### src/include/tmr_params.svh
// Purpose: Named constants for the 16-bit capture/compare timer.
// Assumes: Included by its bare name; definitions only.
// Notes:   Mode codes, reset values and prescaler masks live here.
`ifndef TMR_PARAMS_SVH
`define TMR_PARAMS_SVH

// Widths of the counter, a register byte and the prescaler.
`define TMR_CNT_W        16
`define TMR_BYTE_W       8
`define TMR_PRESC_W      10
`define TMR_SYNC_STAGES  2

// Reset and clear values.
`define TMR_CNT_ZERO     16'h0000
`define TMR_CMP_RST      16'hffff
`define TMR_HOLD_RST     8'hff
`define TMR_BYTE_ZERO    8'h00
`define TMR_PRESC_ZERO   10'h000
`define TMR_PRESC_ONE    10'h001
`define TMR_CNT_ONE      16'h0001

// Mode field codes.
`define TMR_MODE_TIMER0  3'h0
`define TMR_MODE_TIMER1  3'h1
`define TMR_MODE_EVENT   3'h2
`define TMR_MODE_EXTTRIG 3'h4

// Source clock select codes and their prescaler terminal masks.
`define TMR_CK_DIV1024   2'h0
`define TMR_CK_DIV64     2'h1
`define TMR_CK_DIV4      2'h2
`define TMR_CK_DIV2      2'h3
`define TMR_MASK_DIV1024 10'h3ff
`define TMR_MASK_DIV64   10'h03f
`define TMR_MASK_DIV4    10'h003
`define TMR_MASK_DIV2    10'h001

// Single-bit selector meanings.
`define TMR_EDGE_RISE    1'b0
`define TMR_METT_STOP    1'b1
`define TMR_DBF_ON       1'b1

`endif

### src/include/tmr_pkg.sv
// Purpose: Types shared by the timer design files.
// Assumes: tmr_params.svh supplies the widths.
// Notes:   The whole module state is one packed struct.
`include "tmr_params.svh"

package tmr_pkg;

	// Counting phase; one-hot codes.
	typedef enum logic [1:0] {
		TMR_PH_WAIT  = 2'b01,
		TMR_PH_COUNT = 2'b10
	} tmr_phase_e;

	// Complete state of the timer core.
	typedef struct packed {
		logic                       run;
		logic                       cap_en;
		logic                       dbf;
		logic                       ove;
		logic [2:0]                 mode;
		logic [1:0]                 cksel;
		logic                       ted;
		logic                       mett;
		tmr_phase_e                 phase;
		logic [`TMR_CNT_W-1:0]      count;
		logic [`TMR_BYTE_W-1:0]     hold;
		logic [`TMR_CNT_W-1:0]      dbuf;
		logic [`TMR_CNT_W-1:0]      cmp;
		logic                       pend;
		logic [`TMR_CNT_W-1:0]      capb;
		logic [`TMR_BYTE_W-1:0]     b_lo_out;
		logic [`TMR_CNT_W-1:0]      a_out;
		logic                       irq;
		logic [`TMR_PRESC_W-1:0]    presc;
	} tmr_state_s;

	// State of the pin synchroniser and edge detector.
	typedef struct packed {
		logic [`TMR_SYNC_STAGES-1:0] sync;
		logic                        prev;
		logic                        rise;
		logic                        fall;
	} tmr_sync_s;

endpackage

### src/design/tmr_edge_sync.sv
// Purpose: Synchronise the trigger pin and detect its edges.
// Assumes: Pin may change at any time; clk is the timer clock.
// Notes:   Edge pulses are registered and last one cycle.
`timescale 1ns/1ps
`default_nettype none
`include "tmr_params.svh"

module tmr_edge_sync
	import tmr_pkg::*;
#(
	parameter int STAGES = `TMR_SYNC_STAGES
) (
	// Clock and reset.
	input  wire logic clk,
	input  wire logic srst,
	// Raw pin.
	input  wire logic pin,
	// Edge pulses.
	output logic      rise,
	output logic      fall
);

	tmr_sync_s st_reg;
	tmr_sync_s st_next;

	// Refuse stage counts the struct does not carry.
	initial begin
		if (STAGES != `TMR_SYNC_STAGES) begin
			$error("tmr_edge_sync: STAGES must match the struct width.");
		end
	end

	// Shift the pin in; only the last stage feeds the edge compare.
	always_comb begin
		st_next      = st_reg;
		st_next.sync = {st_reg.sync[`TMR_SYNC_STAGES-2:0], pin};
		st_next.prev = st_reg.sync[`TMR_SYNC_STAGES-1];
		st_next.rise = st_reg.sync[`TMR_SYNC_STAGES-1] & ~st_reg.prev;
		st_next.fall = ~st_reg.sync[`TMR_SYNC_STAGES-1] & st_reg.prev;
	end

	// Register the state; a slow pin keeps one pulse per edge.
	always_ff @(posedge clk) begin
		if (srst) begin
			st_reg <= '0;
		end else begin
			st_reg <= st_next;
		end
	end

	// Outputs come straight from the registers.
	assign rise = st_reg.rise;
	assign fall = st_reg.fall;

endmodule
`default_nettype wire

### src/design/tmr_timer16.sv
// Purpose: 16-bit up-counter timer with auto capture and buffered compare.
// Assumes: Processor strobes are synchronous one-cycle pulses on clk.
// Notes:   Timer, external-trigger and event-counter modes are served.
`timescale 1ns/1ps
`default_nettype none
`include "tmr_params.svh"

module tmr_timer16
	import tmr_pkg::*;
#(
	parameter int CNT_W = `TMR_CNT_W
) (
	// Clock and reset.
	input  wire logic                    clk,
	input  wire logic                    srst,
	// Control register write.
	input  wire logic                    ctrl_wr,
	input  wire logic                    ctrl_run_bit,
	input  wire logic                    ctrl_capture_enable,
	input  wire logic                    ctrl_double_buffer_enable,
	input  wire logic                    ctrl_overflow_irq_enable,
	// Mode register write.
	input  wire logic                    mode_wr,
	input  wire logic [2:0]              mode_field_in,
	input  wire logic [1:0]              source_clock_select_in,
	input  wire logic                    edge_select_in,
	input  wire logic                    trigger_mode_bit_in,
	// Compare register access.
	input  wire logic                    compare_a_low_wr,
	input  wire logic                    compare_a_high_wr,
	input  wire logic [`TMR_BYTE_W-1:0]  wr_byte,
	input  wire logic                    compare_b_low_rd,
	// External trigger or event pin.
	input  wire logic                    trigger_input_pin,
	// Status and read data.
	output logic                         run_bit,
	output logic                         capture_enable,
	output logic                         double_buffer_enable,
	output logic                         overflow_irq_enable,
	output logic [2:0]                   mode_field,
	output logic [`TMR_CNT_W-1:0]        compare_reg_a,
	output logic [`TMR_BYTE_W-1:0]       compare_b_low,
	output logic [`TMR_BYTE_W-1:0]       compare_b_high,
	output logic [`TMR_CNT_W-1:0]        count,
	output logic                         timer_interrupt
);

	// Byte-wide register access only fits a 16-bit counter.
	initial begin
		if (CNT_W != 2 * `TMR_BYTE_W) begin
			$error("tmr_timer16: CNT_W must be two bytes.");
		end
	end

	// Pick the rising or falling pulse named by an edge selector.
	function automatic logic sel_edge(input logic ted, input logic r, input logic f);
		sel_edge = (ted == `TMR_EDGE_RISE) ? r : f;
	endfunction

	// Terminal mask of the prescaler for a source clock select.
	function automatic logic [`TMR_PRESC_W-1:0] sel_mask(input logic [1:0] ck);
		case (ck)
			`TMR_CK_DIV1024: sel_mask = `TMR_MASK_DIV1024;
			`TMR_CK_DIV64:   sel_mask = `TMR_MASK_DIV64;
			`TMR_CK_DIV4:    sel_mask = `TMR_MASK_DIV4;
			default:         sel_mask = `TMR_MASK_DIV2;
		endcase
	endfunction

	localparam tmr_state_s ST_RST = '{
		run:      1'b0,
		cap_en:   1'b0,
		dbf:      1'b0,
		ove:      1'b0,
		mode:     `TMR_MODE_TIMER0,
		cksel:    `TMR_CK_DIV1024,
		ted:      `TMR_EDGE_RISE,
		mett:     1'b0,
		phase:    TMR_PH_WAIT,
		count:    `TMR_CNT_ZERO,
		hold:     `TMR_HOLD_RST,
		dbuf:     `TMR_CMP_RST,
		cmp:      `TMR_CMP_RST,
		pend:     1'b0,
		capb:     `TMR_CMP_RST,
		b_lo_out: `TMR_HOLD_RST,
		a_out:    `TMR_CMP_RST,
		irq:      1'b0,
		presc:    `TMR_PRESC_ZERO
	};

	tmr_state_s             st_reg;
	tmr_state_s             st_next;
	logic                   pin_rise;
	logic                   pin_fall;
	logic                   start_edge;
	logic                   stop_edge;
	logic                   tick;
	logic                   inc;
	logic                   counting;
	logic [`TMR_CNT_W-1:0]  a_val;

	// Pin edges arrive as clean one-cycle pulses.
	tmr_edge_sync u_sync (
		.clk  (clk),
		.srst (srst),
		.pin  (trigger_input_pin),
		.rise (pin_rise),
		.fall (pin_fall)
	);

	// Edge selection, source clock tick and increment request.
	assign start_edge = sel_edge(st_reg.ted, pin_rise, pin_fall);
	assign stop_edge  = sel_edge(~st_reg.ted, pin_rise, pin_fall);
	assign tick       = (st_reg.presc & sel_mask(st_reg.cksel)) == sel_mask(st_reg.cksel);
	assign counting   = st_reg.run && (st_reg.phase == TMR_PH_COUNT);
	assign inc        = counting && ((st_reg.mode == `TMR_MODE_EVENT) ? start_edge : tick);
	assign a_val      = {wr_byte, st_reg.hold};

	// Next-state logic for control, counting, compare and capture.
	always_comb begin
		st_next     = st_reg;
		st_next.irq = 1'b0;

		// Control write; a stopping write keeps the old capture enable.
		if (ctrl_wr) begin
			if (st_reg.run && !ctrl_run_bit) begin
				st_next.run = 1'b0;
			end else begin
				st_next.run    = ctrl_run_bit;
				st_next.cap_en = ctrl_capture_enable;
			end
			st_next.dbf = ctrl_double_buffer_enable;
			if (!st_reg.run) begin
				st_next.ove = ctrl_overflow_irq_enable;
			end
		end

		// Mode register is only taken while stopped.
		if (mode_wr && !st_reg.run) begin
			st_next.mode  = mode_field_in;
			st_next.cksel = source_clock_select_in;
			st_next.ted   = edge_select_in;
			st_next.mett  = trigger_mode_bit_in;
		end

		// Counter sequencing.
		if (!st_next.run) begin
			st_next.phase = TMR_PH_WAIT;
			st_next.count = `TMR_CNT_ZERO;
			st_next.presc = `TMR_PRESC_ZERO;
		end else if (!st_reg.run) begin
			// Start: the external-trigger mode waits for its edge.
			case (st_reg.mode)
				`TMR_MODE_TIMER0,
				`TMR_MODE_TIMER1,
				`TMR_MODE_EVENT:   st_next.phase = TMR_PH_COUNT;
				default:           st_next.phase = TMR_PH_WAIT;
			endcase
		end else begin
			case (st_reg.phase)
				TMR_PH_WAIT: begin
					if (st_reg.mode == `TMR_MODE_EXTTRIG && start_edge) begin
						st_next.phase = TMR_PH_COUNT;
						st_next.presc = `TMR_PRESC_ZERO;
					end
				end
				TMR_PH_COUNT: begin
					st_next.presc = st_reg.presc + `TMR_PRESC_ONE;
					if (inc) begin
						if (st_reg.count == st_reg.cmp) begin
							st_next.irq   = 1'b1;
							st_next.count = `TMR_CNT_ZERO;
							if (st_reg.pend) begin
								st_next.cmp  = st_reg.dbuf;
								st_next.pend = 1'b0;
							end
						end else begin
							st_next.count = st_reg.count + `TMR_CNT_ONE;
						end
					end
					// With the trigger-mode bit low, pin edges do nothing here.
					if (st_reg.mode == `TMR_MODE_EXTTRIG && st_reg.mett == `TMR_METT_STOP &&
						stop_edge) begin
						st_next.phase = TMR_PH_WAIT;
						st_next.count = `TMR_CNT_ZERO;
						st_next.presc = `TMR_PRESC_ZERO;
					end
				end
				default: st_next.phase = TMR_PH_WAIT;
			endcase
		end

		// Low compare-A byte only parks in the holding buffer.
		if (compare_a_low_wr) begin
			st_next.hold = wr_byte;
		end

		// High compare-A byte commits both bytes by the buffer policy.
		if (compare_a_high_wr) begin
			if (!st_reg.run) begin
				st_next.cmp = a_val;
				if (st_reg.dbf == `TMR_DBF_ON) begin
					st_next.dbuf = a_val;
				end
			end else if (st_reg.dbf == `TMR_DBF_ON) begin
				st_next.dbuf = a_val;
				st_next.pend = 1'b1;
			end else begin
				st_next.cmp = a_val;
			end
		end

		// Dropping the double buffer leaves nothing waiting.
		if (st_next.dbf != `TMR_DBF_ON) begin
			st_next.pend = 1'b0;
		end

		// Auto capture on a low-B read; low byte first, then high.
		if (compare_b_low_rd) begin
			if (st_reg.cap_en) begin
				if (st_reg.run) begin
					st_next.b_lo_out = st_reg.count[`TMR_BYTE_W-1:0];
					st_next.capb     = st_reg.count;
				end else begin
					st_next.b_lo_out = `TMR_BYTE_ZERO;
					st_next.capb     = `TMR_CNT_ZERO;
				end
			end else begin
				st_next.b_lo_out = st_reg.capb[`TMR_BYTE_W-1:0];
			end
		end

		// Compare-A read image follows the buffer policy.
		st_next.a_out = (st_next.dbf == `TMR_DBF_ON) ? st_next.dbuf : st_next.cmp;
	end

	// State register; reset fills the compare buffers with ones.
	always_ff @(posedge clk) begin
		if (srst) begin
			st_reg <= ST_RST;
		end else begin
			st_reg <= st_next;
		end
	end

	// Outputs come straight from the state register.
	assign run_bit              = st_reg.run;
	assign capture_enable       = st_reg.cap_en;
	assign double_buffer_enable = st_reg.dbf;
	assign overflow_irq_enable  = st_reg.ove;
	assign mode_field           = st_reg.mode;
	assign compare_reg_a        = st_reg.a_out;
	assign compare_b_low        = st_reg.b_lo_out;
	assign compare_b_high       = st_reg.capb[CNT_W-1:`TMR_BYTE_W];
	assign count                = st_reg.count;
	assign timer_interrupt      = st_reg.irq;

	// Live capture returns the count seen at the read.
	a_cap_live: assert property (@(posedge clk) disable iff (srst)
		compare_b_low_rd && st_reg.cap_en && st_reg.run |=>
		{compare_b_high, compare_b_low} == $past(st_reg.count))
		else $error("Auto capture did not return the live count.");

	// Stopped capture reads zero in both bytes.
	a_cap_stopped: assert property (@(posedge clk) disable iff (srst)
		compare_b_low_rd && st_reg.cap_en && !st_reg.run |=> {compare_b_high, compare_b_low} == `TMR_CNT_ZERO)
		else $error("Stopped capture did not read zero.");

	// Low-A write alone never moves the compare value.
	a_hold_only: assert property (@(posedge clk) disable iff (srst)
		compare_a_low_wr && !compare_a_high_wr && !inc |=> st_reg.cmp == $past(st_reg.cmp))
		else $error("Low compare byte reached the compare value.");

	// Buffered running write waits in the double buffer.
	a_dbuf_wait: assert property (@(posedge clk) disable iff (srst)
		compare_a_high_wr && st_reg.run && st_reg.dbf && !inc && !ctrl_wr |=>
		st_reg.cmp == $past(st_reg.cmp) && st_reg.dbuf == {$past(wr_byte), $past(st_reg.hold)} && st_reg.pend)
		else $error("Buffered compare write did not wait.");

	// Stopped or unbuffered writes load the compare value at once.
	a_direct_load: assert property (@(posedge clk) disable iff (srst)
		compare_a_high_wr && (!st_reg.run || !st_reg.dbf) && !inc |=>
		st_reg.cmp == {$past(wr_byte), $past(st_reg.hold)})
		else $error("Compare write did not take effect at once.");

	// Read image of compare A tracks the buffer policy.
	a_rd_image: assert property (@(posedge clk) disable iff (srst)
		compare_reg_a == (st_reg.dbf ? st_reg.dbuf : st_reg.cmp))
		else $error("Compare A read image is wrong.");

	// A stopping write keeps capture enable and clears the count.
	a_stop_write: assert property (@(posedge clk) disable iff (srst)
		ctrl_wr && st_reg.run && !ctrl_run_bit |=> st_reg.cap_en == $past(st_reg.cap_en) && count == `TMR_CNT_ZERO)
		else $error("Stopping write misbehaved.");

	// Mode writes are dropped while running.
	a_mode_lock: assert property (@(posedge clk) disable iff (srst)
		mode_wr && st_reg.run |=> mode_field == $past(mode_field) && st_reg.ted == $past(st_reg.ted))
		else $error("Mode changed while running.");

	// A match raises one interrupt and restarts from zero.
	a_match_irq: assert property (@(posedge clk) disable iff (srst)
		inc && st_reg.count == st_reg.cmp && !ctrl_wr |=> timer_interrupt && count == `TMR_CNT_ZERO ##1 !timer_interrupt)
		else $error("Compare match was not handled.");

	// Opposite edge stops the triggered counter when so configured.
	a_trig_stop: assert property (@(posedge clk) disable iff (srst)
		counting && st_reg.mode == `TMR_MODE_EXTTRIG && st_reg.mett && stop_edge && !ctrl_wr |=>
		count == `TMR_CNT_ZERO && st_reg.phase == TMR_PH_WAIT)
		else $error("Opposite trigger edge did not stop the counter.");

endmodule
`default_nettype wire

### config.mk
export PLATFORM = sky130hd
export DESIGN_NAME = tmr_timer16
export DESIGN_NICKNAME = d
export VERILOG_FILES = /design/src/include/tmr_pkg.sv /design/src/design/tmr_edge_sync.sv /design/src/design/tmr_timer16.sv
export VERILOG_INCLUDE_DIRS = /design/src /design/src/include
export SDC_FILE = /design/constraint.sdc
export NUM_CORES = 1
export LEC_CHECK = 0
export BUFFER_PORTS_ARGS = -buffer_cell sky130_fd_sc_hd__buf_2
export CAP_MARGIN = 25
export CORE_MARGIN = 2
export CORE_UTILIZATION = 45
export CTS_CLUSTER_DIAMETER = 200
export DETAILED_ROUTE_END_ITERATION = 8
export GPL_TIMING_DRIVEN = 0
export PLACE_DENSITY = 0.66
export SYNTH_ARGS = -nofsm -noshare
export SYNTH_HDL_FRONTEND = slang
export SYNTH_SLANG_ARGS = --single-unit
### constraint.sdc
create_clock -name clk -period 2.2 [get_ports clk]
set_input_delay 0.11 -clock clk [delete_from_list [all_inputs] [get_ports clk]]
set_output_delay 0.11 -clock clk [all_outputs]
set_load 0.02 [all_outputs]
==> impl_results.md <==
- Placer Congestion: approximately 0.85
- Worst VDD drop: around 0.00075 V
- # setup viols final: 0
- Reg-to-reg setup timing slack: 70 ps
- Layout cells sized above 1: a little under a third
- Sequential area share after synthesis: between 40 and 50%
- Vias per inst: about 5.3
- # IOs: between 80 and 90
- Post-synthesis xor/xnor area fraction: under 10%
- Worst Setup End Kind: flop
- CTS Buf Count: 17
- Post-Synth Simple-Gate Area: between 10% and 20%
- Finished Layout Cells: between 900 and 1000
- Post-Place Cells: 877
- Multi-input logic area: 2770 um^2
- FF/Latch Area: roughly 2600 um^2
- Worst EP arrival: roughly 2500 ps
- Crit-path max cell delay: between 400 and 500 ps
- Area growth, synth to finish: 31.5%
- R2r startpoint: mode_field[1]$_SDFFE_PP0P_
- Synth Flop Type: dfxtp_1
- Synthesis Warnings: 0
- CTS tree: done
- Buf/Inv on CP: 2
- Core Box Area: roughly 13000 um^2
- Status: completed
- Antenna diodes: 0
- Initial antenna violation count: 0
- WHS Path Cells: 3
- Post-synthesis mux area share: roughly 5.3%
- Die width: approximately 120 um
- TritonCTS Sinks: 126
- CP cell instances: or3b_4 > o311a_1 > a21oi_2 > nor4b_4 > buf_6 > buf_12 > mux2i_4 > o21ai_1
- Final hold violations: 0
- HPWL after DPL: between 10000 and 15000 um
- Post-Synthesis Cells: roughly 630
- Leak: ~3.2 nW
- Largest family of logic cells by synthesized area: simple AND/OR/NAND/NOR gates
- Setup Skew: between 7 and 8 ps
- DRC errors left: 0
- Cell Pwr Density: ~810 nW/um^2
- Syn avg cell area: roughly 9 um^2
- Number of library cell types mapped by synthesis: 56
- Max_cap viols: 0
- First-pass GRT wire length: roughly 24000 um
- Port bufs: 80
- CP required: about 2500 ps
- Initial Util: a little under half
- Post-synthesis register bit count: between 100 and 150
- Drt wl/cell: between 15 and 20 um
- Crit-path leading delay family: compound AO/OA/AOI/OAI gates
- Period Utilization, post-route: 97.0%
- Max-slew headroom: a little under three fifths
- CP startpoint kind: flop
- GRT Overall Usage: 23.1%
- Drt pass-1 iters: 5
- Synthesized area: 5730 um^2
- Max FFs per register: 57
- Final WS setup: 67.1 ps
- Crit Reg-Reg Endpoint: compare_reg_a[13]$_SDFF_PP1_
- Largest net degree at the start of global routing: 17
- Clock-pin slew on the worst setup and hold paths: 60 ps
- Final ANT Viol Nets: 0
- H-tree depth: 4
- Slew @ Worst Pin: between 600 and 700 ps
- Pre-CTS setup slack: -252 ps
- Critical Setup Path Class: reg2reg
- HP Start: srst
- HP Class: in2reg
- Final WL: 15100 um
- Vias: a little under 5000
- CTS max path bufs: 2
- Compound-Gate Fraction of Synth Area: 15.1%
- Clk root buf: clkbuf_16
- Fin. max-slew vios: 0
- Number of global-route vias before repair: between 4000 and 5000
- Nets: 779
- Ys async rst share: 0%
- DIE AREA: 13600 um^2
- Final TNS setup: 0 ps
- Chip Height: around 120 um
- Tmin final: 2130 ps
- Site row count: 41
- R2R cell count: 8
- Crit Path Max Fanout: 5
- Fmax: approximately 470 MHz
- Post-synth EDFFs: 0
- Slowest-stage cell, CP: or3b_4
- Adder-cell share of the synthesized area: 0.437%
- Clock Latency Late Sink: ~420 ps
- DRT iter0 DRCs: approximately 270
- GRT overflow: 0
- Syn_nets: 654
- Fill count: 1074
- Hold Crit Endpoint: u_sync.st_next[2]$_SDFF_PP0_
[cell usage in the layout, fill, tap and decap left out, drive strengths merged, types with 3 or more instances in the layout]
cell	count
buf	150
inv	14
nand2	45
a21oi	31
dfxtp	126
mux2i	29
nor3	9
clkbuf	44
nor3b	6
bufinv	5
clkinv	5
and2	3
nor4	6
a211o	32
nand3	12
nor2b	14
o21ai	21
o221ai	8
or2	3
xor2	6
a221oi	16
dlygate4sd3	19
nand4	10
nor2	63
xnor2	30
and3	25
[metrics by stage]
step	instance area (um^2)	util, %	total power, mW	hold WS (ps)
finish	7530	60.2	6.11	68.7
global route	7530	60.2	6.33	65.2
CTS	7250	57.9	6.13	54.3
detailed placement	6340	50.7	3.05	354
global placement	6340	50.7	3.04	336
floorplan	5730	-	2.87	228
[worst max-delay path by stage]
stage	start	end	slack (ps)	cells past startpoint
after CTS	count[3]$_SDFFE_PP0P_	compare_reg_a[8]$_SDFF_PP1_	0.3	8
after detailed placement	count[4]$_SDFFE_PP0P_	compare_reg_a[9]$_SDFF_PP1_	-250	9
after floorplan	run_bit$_SDFF_PP0_	compare_reg_a[9]$_SDFF_PP1_	80	9
after global placement	count[6]$_SDFFE_PP0P_	compare_reg_a[9]$_SDFF_PP1_	-210	8
after global routing	count[6]$_SDFFE_PP0P_	st_reg[54]$_SDFF_PP1_	-20	8
final	mode_field[1]$_SDFFE_PP0P_	compare_reg_a[13]$_SDFF_PP1_	70	8
[report_power, final]
group / internal, mW / total (mW) / switching [mW]
clock: 2.06 / 3.06 / 0.998
sequential: 2.38 / 2.47 / 0.0844
combinational: 0.271 / 0.592 / 0.322
[repair_timing]
action	4_1_cts	5_1_grt
setup buffers	3	5
pin swaps	2	6
hold buffers	19	0
endpoints found under the hold margin	24	0
setup endpoints to repair	42	51
cloned	0	1
resized for setup	17	56
[cells by family after synthesis]
family                     Yosys count
and+or+nand+nor                    207
AOI/OAI and AO/OA                  121
adders and majority gates            2
muxes                               30
xor gates and xnor gates            36
DFF                                126
buffers and inverters              103
[routing by layer]
metal | share of wire, % | track usage (%) | vias to the layer above
met3 | 5.2 | 6.49 | 29
met2 | 49 | 39.5 | 151
met5 | 0 | 0 | -
li1 | - | - | 2415
met4 | 2.4 | 10.0 | 0
met1 | 43 | 27.2 | 2338
[cell usage after synthesis, drive strengths merged (10+ instances only)]
cell type  number  share of area [%]
nand3          12                1.0
clkbuf         25                1.6
nor2b          14                1.5
mux2i          29                5.1
dfxtp         126                 44
inv            14               0.92
a221oi         16                2.4
nor2           63                4.1
a21oi          31                2.8
nand2          45                2.9
o21ai          21                1.8
xnor2          30                4.6
buf            62                8.4
nand4          10                1.1
and3           25                2.7
a211o          32                4.9
[worst min-delay path, stage by stage]
cell and delay, ps:
buf_2 130, buf_6 150, nor2b_1 50
[cell type report]
| type | count | share of cell area [%] |
|---|---|---|
| inverters | 14 | 0.698 |
| flip-flops and latches | 126 | 34.2 |
| repair buffers | 108 | 9.14 |
| clock inverters | 12 | 2.52 |
| well taps | 172 | 2.86 |
| multi-input cells | 396 | 36.7 |
| clock buffers | 20 | 6.06 |
| plain buffers | 87 | 7.82 |
Note: power is estimated with default switching activity, not from simulation.
